--- src/pkg/sfpi_regs.svh ---
// register offsets, field positions, reset values and codes of the
// serial flash pin interface; definitions only
`ifndef SFPI_REGS_SVH
`define SFPI_REGS_SVH

// ----------------------------------------------------------------------
// offsets
// ----------------------------------------------------------------------
`define SFPI_CTRL_OFS        8'h00
`define SFPI_PROT_OFS        8'h04
`define SFPI_TXDATA_OFS      8'h08
`define SFPI_RXDATA_OFS      8'h0C
`define SFPI_STATUS_OFS      8'h10

// ----------------------------------------------------------------------
// control fields
// ----------------------------------------------------------------------
`define SFPI_CTRL_WIDTH_LSB  0
`define SFPI_CTRL_WIDTH_MSB  1
`define SFPI_CTRL_DRIVE_BIT  2
`define SFPI_CTRL_FSEL_BIT   3
`define SFPI_CTRL_RESET      4'h0

// ----------------------------------------------------------------------
// protection fields
// ----------------------------------------------------------------------
`define SFPI_PROT_STATUS_WRITE_DISABLE_BIT_BIT   0
`define SFPI_PROT_QE_BIT     1
`define SFPI_PROT_BP_LSB     2
`define SFPI_PROT_BP_MSB     5
`define SFPI_PROT_RESET      6'h00

// ----------------------------------------------------------------------
// status fields
// ----------------------------------------------------------------------
`define SFPI_STAT_SEL_BIT    0
`define SFPI_STAT_PAUSE_BIT  1
`define SFPI_STAT_CLEAR_BIT  2
`define SFPI_STAT_RXFULL_BIT 3
`define SFPI_STAT_TXEMPT_BIT 4
`define SFPI_STAT_GUARD_BIT  5
`define SFPI_STAT_STBY_BIT   6

// ----------------------------------------------------------------------
// lane width codes
// ----------------------------------------------------------------------
`define SFPI_WIDTH_SINGLE    2'h0
`define SFPI_WIDTH_DUAL      2'h1
`define SFPI_WIDTH_QUAD      2'h2

`define SFPI_BYTE_RESET      8'h00

`endif

--- src/pkg/sfpi_pkg.sv ---
// types shared by the serial flash pin interface
// assumes sfpi_regs.svh for numeric constants
package sfpi_pkg;

    // link state as seen from the device pins
    typedef enum logic [1:0] {
        LS_STANDBY,
        LS_ACTIVE,
        LS_PAUSED,
        LS_CLEAR
    } sfpi_link_e;

    // synchronised pin levels
    typedef struct packed {
        logic       sclk;
        logic       cs_n;
        logic [3:0] lane;
    } sfpi_pins_s;

    // captured AHB address phase
    typedef struct packed {
        logic       wr;
        logic       rd;
        logic [7:0] addr;
    } sfpi_aphase_s;

endpackage : sfpi_pkg

--- src/hdl/sfpi_top.sv ---
// serial flash pin interface: lane engine plus AHB-Lite register slave
// assumes hclk well above the serial clock; all pins arrive async
//
// Overview of operation
// - chip select high: all outputs high impedance
// - deselected: ignore data lanes and pause, stay in standby; guard and clear pins still act
// - chip select low selects, leaves standby
// - needs high-to-low select before first instruction
// - single lane: sample serial_in on rising clock
// - single lane: drive serial_out on falling clock
// - dual/quad: lanes bidirectional, same edges
// - quad uses write guard and pause pins
// - guard set and pin low blocks protection writes
// - guard clear: protection writes always allowed
// - quad enable disables write guard function
// - quad enable disables pause and clear functions
// - function select picks pause or hardware clear
// - pause keeps transfer progress, no restart
// - paused and selected: serial_out high impedance
// - pause release resumes where it stopped
// - hardware clear low: reset, outputs released
// - clock idle low or high both accepted
`timescale 1ns/1ps
`include "sfpi_regs.svh"

module sfpi_top (
    input  wire logic        hclk,
    input  wire logic        hresetn,
    input  wire logic        hsel,
    input  wire logic [31:0] haddr,
    input  wire logic [1:0]  htrans,
    input  wire logic        hwrite,
    input  wire logic [2:0]  hsize,
    input  wire logic [31:0] hwdata,
    input  wire logic        hready,
    output logic             hreadyout,
    output logic             hresp,
    output logic [31:0]      hrdata,
    input  wire logic        sclk,
    input  wire logic        chip_select_n,
    input  wire logic [3:0]  lane_in,
    output logic      [3:0]  lane_out,
    output logic      [3:0]  lane_oe
);

    // ------------------------------------------------------------------
    // pin synchronisers
    // ------------------------------------------------------------------
    sfpi_pkg::sfpi_pins_s pin_meta;
    sfpi_pkg::sfpi_pins_s pin_sync;
    logic                 sclk_prev;

    always_ff @(posedge hclk or negedge hresetn) begin
        if (!hresetn) begin
            // select reset low: arming needs a real high level
            pin_meta <= '{sclk: 1'b0, cs_n: 1'b0, lane: 4'hF};
            pin_sync <= '{sclk: 1'b0, cs_n: 1'b0, lane: 4'hF};
            sclk_prev <= 1'b0;
        end else begin
            pin_meta  <= '{sclk: sclk, cs_n: chip_select_n, lane: lane_in};
            pin_sync  <= pin_meta;
            sclk_prev <= pin_sync.sclk;
        end
    end

    // either idle level works: only edges inside a selection count
    logic sclk_rise;
    logic sclk_fall;
    assign sclk_rise = pin_sync.sclk & ~sclk_prev;
    assign sclk_fall = ~pin_sync.sclk & sclk_prev;

    // ------------------------------------------------------------------
    // registers
    // ------------------------------------------------------------------
    logic [1:0] width;
    logic       drive_out;
    logic       pin_function_select_bit;
    logic       status_write_disable_bit;
    logic       quad_io_enable_bit;
    logic [3:0] block_protect_bits;
    logic [7:0] tx_data;
    logic [7:0] rx_data;
    logic       rx_full;
    logic       tx_empty;

    // ------------------------------------------------------------------
    // shared pin functions
    // ------------------------------------------------------------------
    logic write_guard_pin_n;
    logic pause_pin_n;
    logic func_pause;
    logic func_clear;
    logic guard_active;
    logic clearing;
    logic paused;
    logic seen_high;
    logic selected;
    logic active;

    assign write_guard_pin_n = pin_sync.lane[2];
    assign pause_pin_n       = pin_sync.lane[3];
    assign func_pause = ~quad_io_enable_bit
                      & ~pin_function_select_bit;
    assign func_clear = ~quad_io_enable_bit
                      & pin_function_select_bit;
    // quad enable turns the guard pin into plain data
    assign guard_active = status_write_disable_bit & ~write_guard_pin_n
                        & ~quad_io_enable_bit;
    assign clearing = func_clear & ~pause_pin_n;
    assign paused   = func_pause & ~pause_pin_n
                    & ~pin_sync.cs_n;

    // select counts only after a high level has been seen
    always_ff @(posedge hclk or negedge hresetn) begin
        if (!hresetn) begin
            seen_high <= 1'b0;
        end else if (clearing) begin
            seen_high <= 1'b0;
        end else if (pin_sync.cs_n) begin
            seen_high <= 1'b1;
        end
    end

    assign selected = ~pin_sync.cs_n & seen_high
                    & ~clearing;
    assign active   = selected & ~paused;

    sfpi_pkg::sfpi_link_e link_state;

    always_comb begin
        if (clearing) begin
            link_state = sfpi_pkg::LS_CLEAR;
        end else if (!selected) begin
            link_state = sfpi_pkg::LS_STANDBY;
        end else if (paused) begin
            link_state = sfpi_pkg::LS_PAUSED;
        end else begin
            link_state = sfpi_pkg::LS_ACTIVE;
        end
    end

    // quad without quad enable falls back to one lane
    logic [1:0] eff_width;
    always_comb begin
        if (width == `SFPI_WIDTH_QUAD && quad_io_enable_bit) begin
            eff_width = `SFPI_WIDTH_QUAD;
        end else if (width == `SFPI_WIDTH_DUAL) begin
            eff_width = `SFPI_WIDTH_DUAL;
        end else begin
            eff_width = `SFPI_WIDTH_SINGLE;
        end
    end

    // ------------------------------------------------------------------
    // receive path: rising serial clock
    // ------------------------------------------------------------------
    logic [7:0] rx_shift;
    logic [2:0] rx_cnt;
    logic [7:0] next_rx_shift;
    logic [2:0] next_rx_cnt;
    logic       rx_done;
    logic       rx_take;

    always_comb begin
        unique case (eff_width)
            `SFPI_WIDTH_DUAL: begin
                next_rx_shift = {rx_shift[5:0], pin_sync.lane[1:0]};
                next_rx_cnt   = rx_cnt + 3'h2;
            end
            `SFPI_WIDTH_QUAD: begin
                next_rx_shift = {rx_shift[3:0], pin_sync.lane};
                next_rx_cnt   = rx_cnt + 3'h4;
            end
            default: begin
                next_rx_shift = {rx_shift[6:0], pin_sync.lane[0]};
                next_rx_cnt   = rx_cnt + 3'h1;
            end
        endcase
    end

    assign rx_take = sclk_rise & active & ~drive_out;
    assign rx_done = rx_take && next_rx_cnt == 3'h0;

    always_ff @(posedge hclk or negedge hresetn) begin
        if (!hresetn) begin
            rx_shift <= `SFPI_BYTE_RESET;
            rx_cnt   <= 3'h0;
        end else if (!selected) begin
            rx_shift <= `SFPI_BYTE_RESET;
            rx_cnt   <= 3'h0;
        end else if (rx_take) begin
            rx_shift <= next_rx_shift;
            rx_cnt   <= next_rx_cnt;
        end
    end

    // ------------------------------------------------------------------
    // transmit path: falling serial clock
    // ------------------------------------------------------------------
    logic [7:0] tx_shift;
    logic [2:0] tx_cnt;
    logic [3:0] out_bits;
    logic       out_valid;
    logic       tx_take;
    logic [3:0] next_out_bits;
    logic [7:0] next_tx_shift;
    logic [2:0] next_tx_cnt;

    always_comb begin
        next_out_bits = 4'h0;
        unique case (eff_width)
            `SFPI_WIDTH_DUAL: begin
                next_out_bits[1:0] = tx_shift[7:6];
                next_tx_shift      = {tx_shift[5:0], 2'b00};
                next_tx_cnt        = tx_cnt + 3'h2;
            end
            `SFPI_WIDTH_QUAD: begin
                next_out_bits = tx_shift[7:4];
                next_tx_shift = {tx_shift[3:0], 4'h0};
                next_tx_cnt   = tx_cnt + 3'h4;
            end
            default: begin
                next_out_bits[1] = tx_shift[7];
                next_tx_shift    = {tx_shift[6:0], 1'b0};
                next_tx_cnt      = tx_cnt + 3'h1;
            end
        endcase
    end

    assign tx_take = sclk_fall & active & drive_out;

    always_ff @(posedge hclk or negedge hresetn) begin
        if (!hresetn) begin
            tx_shift  <= `SFPI_BYTE_RESET;
            tx_cnt    <= 3'h0;
            out_bits  <= 4'h0;
            out_valid <= 1'b0;
        end else if (!selected) begin
            tx_shift  <= tx_data;
            tx_cnt    <= 3'h0;
            out_valid <= 1'b0;
        end else if (tx_take) begin
            out_bits  <= next_out_bits;
            out_valid <= 1'b1;
            tx_cnt    <= next_tx_cnt;
            tx_shift  <= (next_tx_cnt == 3'h0) ? tx_data : next_tx_shift;
        end
    end

    // ------------------------------------------------------------------
    // lane drivers
    // ------------------------------------------------------------------
    logic [3:0] lane_mask;
    always_comb begin
        unique case (eff_width)
            `SFPI_WIDTH_DUAL: lane_mask = 4'h3;
            `SFPI_WIDTH_QUAD: lane_mask = 4'hF;
            default:          lane_mask = 4'h2;
        endcase
    end

    // released when deselected, paused or cleared
    assign lane_oe  = (active & drive_out & out_valid)
                    ? lane_mask : 4'h0;
    assign lane_out = out_bits;

    // ------------------------------------------------------------------
    // AHB-Lite slave
    // ------------------------------------------------------------------
    sfpi_pkg::sfpi_aphase_s aph;
    logic                   take_addr;
    logic [7:0]             a_ofs;
    logic                   wr_ctrl;
    logic                   wr_prot;
    logic                   wr_tx;
    logic                   rd_rx;

    assign hreadyout = 1'b1;
    assign hresp     = 1'b0;
    assign take_addr = hsel & hready & htrans[1];
    assign a_ofs     = haddr[7:0];

    always_ff @(posedge hclk or negedge hresetn) begin
        if (!hresetn) begin
            aph <= '{wr: 1'b0, rd: 1'b0, addr: 8'h00};
        end else if (hready) begin
            aph <= '{wr: take_addr & hwrite, rd: take_addr & ~hwrite,
                     addr: a_ofs};
        end
    end

    assign wr_ctrl = aph.wr && aph.addr == `SFPI_CTRL_OFS;
    assign wr_prot = aph.wr && aph.addr == `SFPI_PROT_OFS;
    assign wr_tx   = aph.wr && aph.addr == `SFPI_TXDATA_OFS;
    assign rd_rx   = take_addr && !hwrite && a_ofs == `SFPI_RXDATA_OFS;

    always_ff @(posedge hclk or negedge hresetn) begin
        if (!hresetn) begin
            {pin_function_select_bit, drive_out, width} <= `SFPI_CTRL_RESET;
        end else if (wr_ctrl) begin
            width     <= hwdata[`SFPI_CTRL_WIDTH_MSB:`SFPI_CTRL_WIDTH_LSB];
            drive_out <= hwdata[`SFPI_CTRL_DRIVE_BIT];
            pin_function_select_bit <= hwdata[`SFPI_CTRL_FSEL_BIT];
        end
    end

    always_ff @(posedge hclk or negedge hresetn) begin
        if (!hresetn) begin
            {block_protect_bits, quad_io_enable_bit,
             status_write_disable_bit} <= `SFPI_PROT_RESET;
        end else if (wr_prot && !guard_active) begin
            status_write_disable_bit <= hwdata[`SFPI_PROT_STATUS_WRITE_DISABLE_BIT_BIT];
            quad_io_enable_bit       <= hwdata[`SFPI_PROT_QE_BIT];
            block_protect_bits <= hwdata[`SFPI_PROT_BP_MSB:`SFPI_PROT_BP_LSB];
        end
    end

    always_ff @(posedge hclk or negedge hresetn) begin
        if (!hresetn) begin
            tx_data <= `SFPI_BYTE_RESET;
        end else if (wr_tx) begin
            tx_data <= hwdata[7:0];
        end
    end

    // byte done wins over the clearing read or write
    always_ff @(posedge hclk or negedge hresetn) begin
        if (!hresetn) begin
            rx_data  <= `SFPI_BYTE_RESET;
            rx_full  <= 1'b0;
            tx_empty <= 1'b1;
        end else begin
            if (rx_done) begin
                rx_data <= next_rx_shift;
                rx_full <= 1'b1;
            end else if (rd_rx) begin
                rx_full <= 1'b0;
            end
            if (tx_take && next_tx_cnt == 3'h0) begin
                tx_empty <= 1'b1;
            end else if (wr_tx) begin
                tx_empty <= 1'b0;
            end
        end
    end

    logic [31:0] rd_mux;
    always_comb begin
        rd_mux = 32'h0000_0000;
        unique case (a_ofs)
            `SFPI_CTRL_OFS: begin
                rd_mux[`SFPI_CTRL_WIDTH_MSB:`SFPI_CTRL_WIDTH_LSB] = width;
                rd_mux[`SFPI_CTRL_DRIVE_BIT] = drive_out;
                rd_mux[`SFPI_CTRL_FSEL_BIT]  = pin_function_select_bit;
            end
            `SFPI_PROT_OFS: begin
                rd_mux[`SFPI_PROT_STATUS_WRITE_DISABLE_BIT_BIT] = status_write_disable_bit;
                rd_mux[`SFPI_PROT_QE_BIT]   = quad_io_enable_bit;
                rd_mux[`SFPI_PROT_BP_MSB:`SFPI_PROT_BP_LSB] =
                    block_protect_bits;
            end
            `SFPI_TXDATA_OFS: rd_mux[7:0] = tx_data;
            `SFPI_RXDATA_OFS: rd_mux[7:0] = rx_data;
            `SFPI_STATUS_OFS: begin
                rd_mux[`SFPI_STAT_SEL_BIT] =
                    link_state != sfpi_pkg::LS_STANDBY
                    && link_state != sfpi_pkg::LS_CLEAR;
                rd_mux[`SFPI_STAT_PAUSE_BIT] =
                    link_state == sfpi_pkg::LS_PAUSED;
                rd_mux[`SFPI_STAT_CLEAR_BIT] =
                    link_state == sfpi_pkg::LS_CLEAR;
                rd_mux[`SFPI_STAT_RXFULL_BIT] = rx_full;
                rd_mux[`SFPI_STAT_TXEMPT_BIT] = tx_empty;
                rd_mux[`SFPI_STAT_GUARD_BIT]  = guard_active;
                rd_mux[`SFPI_STAT_STBY_BIT]   =
                    link_state == sfpi_pkg::LS_STANDBY;
            end
            default: rd_mux = 32'h0000_0000;
        endcase
    end

    always_ff @(posedge hclk or negedge hresetn) begin
        if (!hresetn) begin
            hrdata <= 32'h0000_0000;
        end else if (take_addr && !hwrite) begin
            hrdata <= rd_mux;
        end
    end

endmodule : sfpi_top

--- config.mk ---
export PLATFORM = sky130hd
export DESIGN_NAME = sfpi_top
export DESIGN_NICKNAME = d
export VERILOG_FILES = /design/src/pkg/sfpi_pkg.sv /design/src/hdl/sfpi_top.sv
export VERILOG_INCLUDE_DIRS = /design/src /design/src/pkg
export SDC_FILE = /design/constraint.sdc
export NUM_CORES = 1
export LEC_CHECK = 0
export BUFFER_PORTS_ARGS = -buffer_cell sky130_fd_sc_hd__clkbuf_2
export CAP_MARGIN = 10
export CORE_MARGIN = 3
export CORE_UTILIZATION = 46
export DETAILED_ROUTE_END_ITERATION = 8
export GPL_ROUTABILITY_DRIVEN = 0
export HOLD_SLACK_MARGIN = 0.1
export PLACE_DENSITY = 0.74
export SYNTH_ARGS = -nofsm -noshare
export SYNTH_HDL_FRONTEND = slang
export SYNTH_SLANG_ARGS = --single-unit
--- constraint.sdc ---
create_clock -name hclk -period 3.2 [get_ports hclk]
set_input_delay 0.32 -clock hclk [delete_from_list [all_inputs] [get_ports hclk]]
set_output_delay 0.32 -clock hclk [all_outputs]
set_load 0.01 [all_outputs]
==> flow_summary.toml, run 1 <==
[status]
status = "finished clean"

[global_routing]
antenna_found_initial = 0
grt_overflow_total = 0
grt_pass1_vias = 3087
grt_pass1_wl_mm = 16.0
grt_usage = 0.182
grt_max_degree = 86

[cts]
htree_levels = 3
cts_buffers = 9
postCtsHoldBufs = 6
path_clk_slew_ps = 80
cts_root_buf = "clkbuf_8"
post_cts_buffers = 0
clkLatencyLatePin_ps = 370
cts_tree = "yes"
cts_resized = 0
cts.sinks = 85
cts_buffer_depth = 2

[timing]
layout_min_cycle_time_ps = 2620
hold_viol = 0
maxSlewHeadroom = 0.285
clock_skew_ps = 12.1
tightest_slew_ps = 1070
rsz0062_at_grt = "false"
fmax_mhz = 381
setup_tns_ps = 0
drv_slew = 0
setup-violations-final = 0
period_share = 0.819

[synthesis]
ys_warn_count = 0
ys.flop_type = "dfrtp_1"
synth_edf_count = 0
yosysMostFrequentCell = "dfrtp_1"
avgSynthCellArea_um2 = 10.7
synth.top_cells.by_count = "dfrtp_1 (76), mux2_2 (45), nand2_1 (36)"
synth_top_area_frac = 0.430
yosysSeqAreaShare = 0.483
synth.area.top_cells = "dfrtp_1 (43%), mux2_2 (11%), dfstp_2 (5.3%)"
synth_cell_types = 51
synth_top_area_cell = "dfrtp_1"
synth_seq_cells = 85
syn_area_um2 = 4430
synthCells = 413
async_reset_ff_frac = 1.00

[floorplan]
num_io_pins = 122
die_y_um = 104
die-width_um = 104
rows = 35
core-area_um2 = 9280
die_area_um2 = 10800
initial_core_util = 0.477

[layout]
fin_util = 0.526
layout.area.seq_um2 = 2140
fill_cells = 831
drive_above_1_share = 0.266
multi_input_area_um2 = 2060
nets = 537
area_delta_synth_final_pct = 10.3
diodes = 0

[drt]
ant_nets = 0
dr.pass1.iters = 4
drc_errors = 0
drtIter0Drc = 249
vias = 3309
routedWlPerCell_um = 16.8
routed_wl_mm = 9.86
viasPerCell = 5.64

[power_and_ir_drop]
power.switching_uw = 615
combPwrFrac = 0.117
power_frac_seq = 0.537
clockPowerShare = 0.347
p_leak_uw = 0.00229
p_int_uw = 1620
powerDensity_nw_per_um2 = 458
swShare = 0.275
ir_drop_v = 0.000288

[critical_path]
path_class = "reg -> reg"
worstPathRequired_ps = 3450
crit_path_start = "quad_io_enable_bit"
path_max_fanout = 19
r2r_slack_ps = 580
critical_path_arrival_ps = 2870
crit_chain = "nand2_4, o21ai_2, xnor2_1, nor4_4, mux2_2"
r2r_cells = 5
worstReg2RegEnd = "rx_data[4]"
slowest_delay_ps = 700
worstSetupEndpointType = "flop"
cp_slowest_cell = "dfrtp_1"
critPathLaunchType = "flop"
rr_startpoint = "quad_io_enable_bit"

[placed_design]
portBuffers = 43
hpwl_mm = 6.80

[flow_run]
maxCapViolations = 0

[hold_path]
hold_class = "in -> async"
[power groups by stage]
stage	Sequential, µW	Combinational [µW]	Clock, µW
after global routing	1210	290	841
after global placement	1220	245	0
after floorplan	1200	190	0
final	1200	262	775
after detailed placement	1220	255	0
after CTS	1200	261	793
[final cells by class]
type	count	area share
Clock buffer	10	0.0261
Sequential cell	85	0.438
Multi-Input combinational cell	296	0.421
Timing Repair Buffer	51	0.0600
Clock inverter	6	0.0143
Inverter	10	0.00769
Tap cell	129	0.0331
[worst max-delay path: cells and delay by family (launching register included)]
family / cells / cell delay [ps]
AND/OR/NAND/NOR: 2 / 960
flip-flops: 1 / 700
multiplexers: 1 / 410
AO/OA/AOI/OAI: 1 / 300
XOR/XNOR: 1 / 140
[metal layers]
layer	GRT usage	routed length, µm
met5	0	0
met4	0.0551	183
met1	0.252	4350
met2	0.285	4740
met3	0.0459	587
[per-stage QoR]
stage          cells  setup WS, ps  total power, µW  cell area [µm²]  hold WS, ps
6_report         587           578             2240             4880          121
5_1_grt          587           485             2340             4880          187
4_1_cts          587           603             2250             4880          179
3_5_place_dp     565           624             1470             4630          340
3_3_place_gp     565           638             1460             4630          334
2_1_floorplan    437          1180             1390             4520         24.4
[registers in the layout, summed over array words and instances (netlist names), 2 cells and up]
name / cells
rx_shift: 7
hrdata: 8
tx_cnt: 3
tx_shift: 8
pin_sync: 5
pin_meta: 6
rx_data: 8
tx_data: 8
lane_out: 4
aph: 9
rx_cnt: 3
width: 2
block_protect_bits: 4
[placed cells by master, fill, tap and decap left out, types with 2 or more instances in the layout]
cell / instances
a21oi_1: 9
a221o_1: 7
a221oi_1: 4
a22o_1: 13
and3_1: 5
buf_4: 3
clkbuf_2: 42
clkbuf_8: 9
clkinv_4: 2
conb_1: 26
dfrtp_1: 76
dfstp_2: 9
dlygate4sd3_1: 6
ha_1: 4
inv_1: 10
inv_6: 2
mux2_2: 45
mux2i_1: 21
nand2_1: 36
nand2b_1: 5
nand3_1: 11
nand4b_1: 4
nor2_1: 29
nor2b_1: 5
nor3_1: 6
nor3b_1: 3
nor4_1: 4
o211ai_1: 3
o21ai_0: 23
o21ai_2: 2
o22ai_1: 2
o31ai_1: 6
or3_1: 3
[cell families (layout without fill, tap and decap cells)]
group           Yosys count  count (layout)  synth area share
mux                      66              66             0.162
flops                    85              85             0.483
simple gates            120             120             0.140
xor+xnor                  2               2           0.00396
buf+inv                  56              77            0.0727
compound gates           78              78             0.126
other cells               2              26           0.00170
fa+ha+maj                 4               4            0.0113
[worst max path at each step]
stage / end / slack [ps] / cells after the start
6_report: rx_data[4] / 580 / 5
5_1_grt: rx_data[4] / 490 / 5
4_1_cts: lane_oe[3] / 600 / 5
3_5_place_dp: rx_data[4] / 620 / 5
3_3_place_gp: rx_data[2] / 640 / 5
2_1_floorplan: rx_data[0] / 1180 / 6
(Power assumes the default switching activity.)
==> inputs of run 2 (changes only) <==
Settings changed: PLACE_DENSITY 0.74 to 0.76.
Clock period 3.2 ns to 2.2 ns, I/O delays scaled along.
==> run 2 against run 1 <==
  * Count of clock-buffer cells in the layout rose by 2
  * Utilization is 2.9 points higher
  * Clock power up 48%
  * Non-clock buffer count rose by 27
  * Combinational power rose by 56%
==> flow_summary.toml, run 2 (synthesis gave the netlist of run 1 again) <==
[status]
status = "finished clean"

[layout]
final_area_um2 = 5150
layout_commonest_cell = "dfrtp_1"
area_delta_synth_final_pct = 16.4
fill_cells = 809
final_cell_mix = "dfrtp_1 (76), mux2_2 (45), clkbuf_2 (42), nand2_1 (36), nor2_1 (29)"
nets = 564
drive_above_1_share = 0.301
largest_register_ffs = 9
regMostFlops = "aph"
diodes = 0
multi_input_area_um2 = 2060
layout.area.seq_um2 = 2140

[global_routing]
grt_max_degree = 44
grt_overflow_total = 0
grt.busiest_layer = "met2"
grtUsageMet3 = 0.0304
grt_pass1_vias = 3422
grt_usage = 0.191
antenna_found_initial = 0
grt_pass1_wl_mm = 16.8
grtUsageMet1 = 0.261
grt_use_met2 = 0.302

[drt]
drc_errors = 0
routedWlPerCell_um = 16.1
dr.pass1.iters = 5
drtIter0Drc = 220
viasPerCell = 5.50
ant_nets = 0
routed_wl_mm = 9.88
vias = 3378

[floorplan]
core-area_um2 = 9280
num_io_pins = 122
rows = 35
initial_core_util = 0.477
die_area_um2 = 10800
die_y_um = 104
die-width_um = 104

[cts]
htree_levels = 3
clkLatencyLatePin_ps = 360
cts_tree = "yes"
cts_buffer_depth = 2
cts.sinks = 85
cts_root_buf = "clkbuf_8"
cts_buffers = 9
path_clk_slew_ps = 80

[power_and_ir_drop]
power_frac_seq = 0.528
clockPowerShare = 0.348
combPwrFrac = 0.124
powerDensity_nw_per_um2 = 641
p_leak_uw = 0.00243
report.power.total_uw = 3300
power.switching_uw = 862
p_int_uw = 2440
ir_drop_v = 0.000402
swShare = 0.261

[critical_path]
rr_startpoint = "rx_cnt[0]"
worstPathRequired_ps = 1980
critical_path_arrival_ps = 1910
worstSetupEndpointType = "output pin"
r2r_slack_ps = 100
crit_path_start = "quad_io_enable_bit"
path_max_fanout = 16
path_class = "reg -> out"
critPathLaunchType = "flop"

[timing]
clock_skew_ps = 15.1
setup_tns_ps = 0
rsz0062_at_grt = "false"
fmax_mhz = 469
setup-violations-final = 0
layout_min_cycle_time_ps = 2130
hold_viol = 0
maxSlewHeadroom = 0.620
period_share = 0.970
tightest_slew_ps = 569
drv_slew = 0

[placed_design]
portBuffers = 43
place_area_um2 = 4800
hpwl_mm = 7.17

[flow_run]
maxCapViolations = 0

[hold_path]
hp-start = "haddr[1]"
hold_class = "in -> reg"
run 2: path summary, 6_finish.rpt:
kind | endpoint | cells past startpoint
min | aph[1] | 2
min reg2reg | pin_sync[4] | 0
min in group asynchronous | rx_shift[6] | 2
max in group asynchronous | tx_empty | 3
max reg2reg | rx_data[4] | 7
max | lane_oe[0] | 6
run 2: final cells by class:
class	instances	share of cell area
clock buffer	12	0.0301
clock inverter	4	0.0107
inverter	10	0.00729
multi-input combinational	296	0.401
sequential	85	0.415
tap	129	0.0313
timing repair buffer	78	0.105
run 2: power by group through the flow:
stage | clock network [µW] | registers [µW] | logic (µW)
after detailed placement | 0 | 1770 | 391
final | 1150 | 1740 | 410
after floorplan | 0 | 1750 | 277
after global placement | 0 | 1770 | 378
after global routing | 1250 | 1760 | 457
after CTS | 1190 | 1740 | 409
run 2: repair_timing:
action | in CTS | in global routing
setup endpoints to repair | 0 | 10
buffers inserted | 0 | 1
hold endpoints to repair | 45 | 0
gates resized for setup | 0 | 4
hold buffers | 12 | 0
run 2: layer usage:
metal,part of all wire,up-vias
li1,-,1569
met3,0.057,14
met1,0.45,1673
met5,0,-
met4,0.018,0
met2,0.47,122
run 2: critical path, stage by stage, from the launching register on:
cell and delay (ps):
dfrtp_1 520, buf_4 210, nand2_4 70, buf_4 220, o21a_2 300, nor2_1 110
clkbuf_2 140
run 2: per-stage QoR:
| stage | hold WS (ps) | util | std cells | worst slack (ps) |
|---|---|---|---|---|
| 5_1_grt | 117 | 0.555 | 614 | 5.48 |
| 3_5_place_dp | 249 | 0.517 | 585 | 59.2 |
| 4_1_cts | 103 | 0.553 | 613 | 26.6 |
| 2_1_floorplan | -75.6 | - | 437 | 179 |
| 3_3_place_gp | 244 | 0.517 | 585 | 154 |
| 6_report | 117 | 0.555 | 614 | 66.1 |
==> inputs of run 3 (changes only) <==
Clock period 2.2 ns to 1.95 ns, I/O delays scaled along.
==> run 3 against run 2 <==
  * The run now ends with setup timing left
  * Setup slack got worse by 92 ps
  * Cell count rose by 6.5%
  * Global-route usage up 1.3 points
  * Critical endpoint is now tx_shift[7]
  * Largest cell class is now multi-input gates
  * Die area unchanged
  * Clock skew decreased by 6.2 ps
  * Wire length increased by 10%
==> flow_summary.toml, run 3 (synthesis gave the netlist of run 1 again) <==
[timing]
layout_min_cycle_time_ps = 1980
drv_slew = 0
period_share = 1.01
hold_viol = 0
setup_ws_ps = -25.5
maxSlewHeadroom = 0.643
tightest_slew_ps = 534
setup-violations-final = 10
clock_skew_ps = 8.84
fmax_mhz = 506
rsz0062_at_grt = "true"

[critical_path]
r2r_cells = 8
critPathLaunchType = "flop"
critical_path_arrival_ps = 2230
crit_chain = "buf_4, clkbuf_16, nand4b_1, o311ai_4, o211ai_1, o21ai_2, buf_6, a221o_1"
r2r_slack_ps = -30
worstReg2RegEnd = "tx_shift[7]"
cp_top_family = "compound AO/OA/AOI/OAI gates"
slowest_delay_ps = 400
cp.buffers_inverters = 3
worstSetupEndpointType = "flop"
worstPathRequired_ps = 2210
path_class = "reg -> reg"
rr_startpoint = "width[1]"
path_max_fanout = 5
cp_slowest_cell = "dfrtp_2"

[layout]
fin_util = 0.610
layout.area.seq_um2 = 2140
drive_above_1_share = 0.383
diodes = 0
largest_register_ffs = 9
nets = 604
area_delta_synth_final_pct = 28.0
final_area_um2 = 5670
final_cell_mix = "dfrtp_1 (73), buf_4 (52), clkbuf_2 (40), mux2_2 (38), nand2_1 (36)"
multi_input_area_um2 = 2230
fill_cells = 745
layout_commonest_cell = "dfrtp_1"
regMostFlops = "aph"

[drt]
routed_wl_mm = 10.9
drtIter0Drc = 208
vias = 3534
drc_errors = 0
ant_nets = 0
dr.pass1.iters = 4
routedWlPerCell_um = 16.6
viasPerCell = 5.40

[hold_path]
hold_depth = 2
hold_end = "tx_data[0]"
hold_class = "in -> reg"
hp-start = "hwdata[0]"

[flow_run]
maxCapViolations = 0

[status]
failed_checks = "setup timing"
status = "finished, violations left"

[placed_design]
portBuffers = 43
place_area_um2 = 4950
hpwl_mm = 7.63

[cts]
cts.sinks = 85
path_clk_slew_ps = 90
htree_levels = 3
cts_buffer_depth = 2
cts_buffers = 9
cts_tree = "yes"
cts_root_buf = "clkbuf_8"
clkLatencyLatePin_ps = 370

[global_routing]
grt_max_degree = 37
grt_pass1_wl_mm = 17.7
antenna_found_initial = 0
grt_pass1_vias = 3485
grt_usage = 0.203
grt_overflow_total = 0

[floorplan]
die_y_um = 104
initial_core_util = 0.477
core-area_um2 = 9280
rows = 35
die_area_um2 = 10800
num_io_pins = 122
die-width_um = 104

[power_and_ir_drop]
powerDensity_nw_per_um2 = 671
ir_drop_v = 0.000725
p_leak_uw = 0.00264
## run 3: cell count changes in the layout (fill, tap and decap cells not counted), sizes merged
cell         before  now
buf              24   60
dlygate4sd3      12   17
clkbuf           54   51
clkinv            1    4
clkinvlp          1    0
## run 3: per-layer routing
layer	wire, µm	track usage	up-vias
met5	0	0	-
met3	729	0.0410	19
met4	218	0.0722	0
li1	-	-	1654
met1	4480	0.265	1736
met2	5440	0.338	125
## run 3: cell type report
type / instances / share of cell area
clock buffer: 10 / 0.0225
clock inverter: 6 / 0.0128
inverter: 10 / 0.00663
multi-input combinational: 296 / 0.394
sequential: 85 / 0.378
tap: 129 / 0.0285
timing repair buffer: 118 / 0.157
## run 3: worst register-to-register path: cells and delay by family, from the launching register on
family          cells  cell delay, ps
compound gates      4             930
buf+inv             3             390
flops               1             400
simple gates        1             150
## run 3: what timing repair did
item,CTS,global route
hold buffers,17,0
cloned,0,1
setup endpoints to repair,25,21
buffers inserted,5,11
pin swaps,5,5
gates resized for setup,16,27
endpoints found under the hold margin,46,0
## run 3: power by group
group | total [µW] | switching [µW] | internal (µW)
combinational | 556 | 283 | 273
clock | 1270 | 668 | 606
sequential | 1970 | 95.1 | 1880
## run 3: worst max path at each step
| stage | slack, ps | from | cells past startpoint | end |
|---|---|---|---|---|
| 2_1_floorplan | -70 | rx_cnt[0] | 6 | rx_data[0] |
| 6_report | -30 | width[1] | 8 | tx_shift[7] |
| 3_3_place_gp | -240 | aph[4] | 4 | quad_io_enable_bit |
| 4_1_cts | -40 | width[1] | 7 | rx_data[4] |
| 5_1_grt | -130 | drive_out | 5 | rx_data[7] |
| 3_5_place_dp | -260 | aph[4] | 4 | block_protect_bits[1] |
## run 3: per-stage QoR
step / TNS, ps / setup slack (ps) / std cells / power (µW) / hold slack, ps
floorplan: -439 / -69.6 / 437 / 2290 / -101
global placement: -1850 / -243 / 604 / 2450 / 174
detailed placement: -2910 / -257 / 604 / 2480 / 183
CTS: -107 / -40.2 / 642 / 3790 / 103
global route: -1370 / -129 / 654 / 3970 / 102
finish: -111 / -25.5 / 654 / 3800 / 112
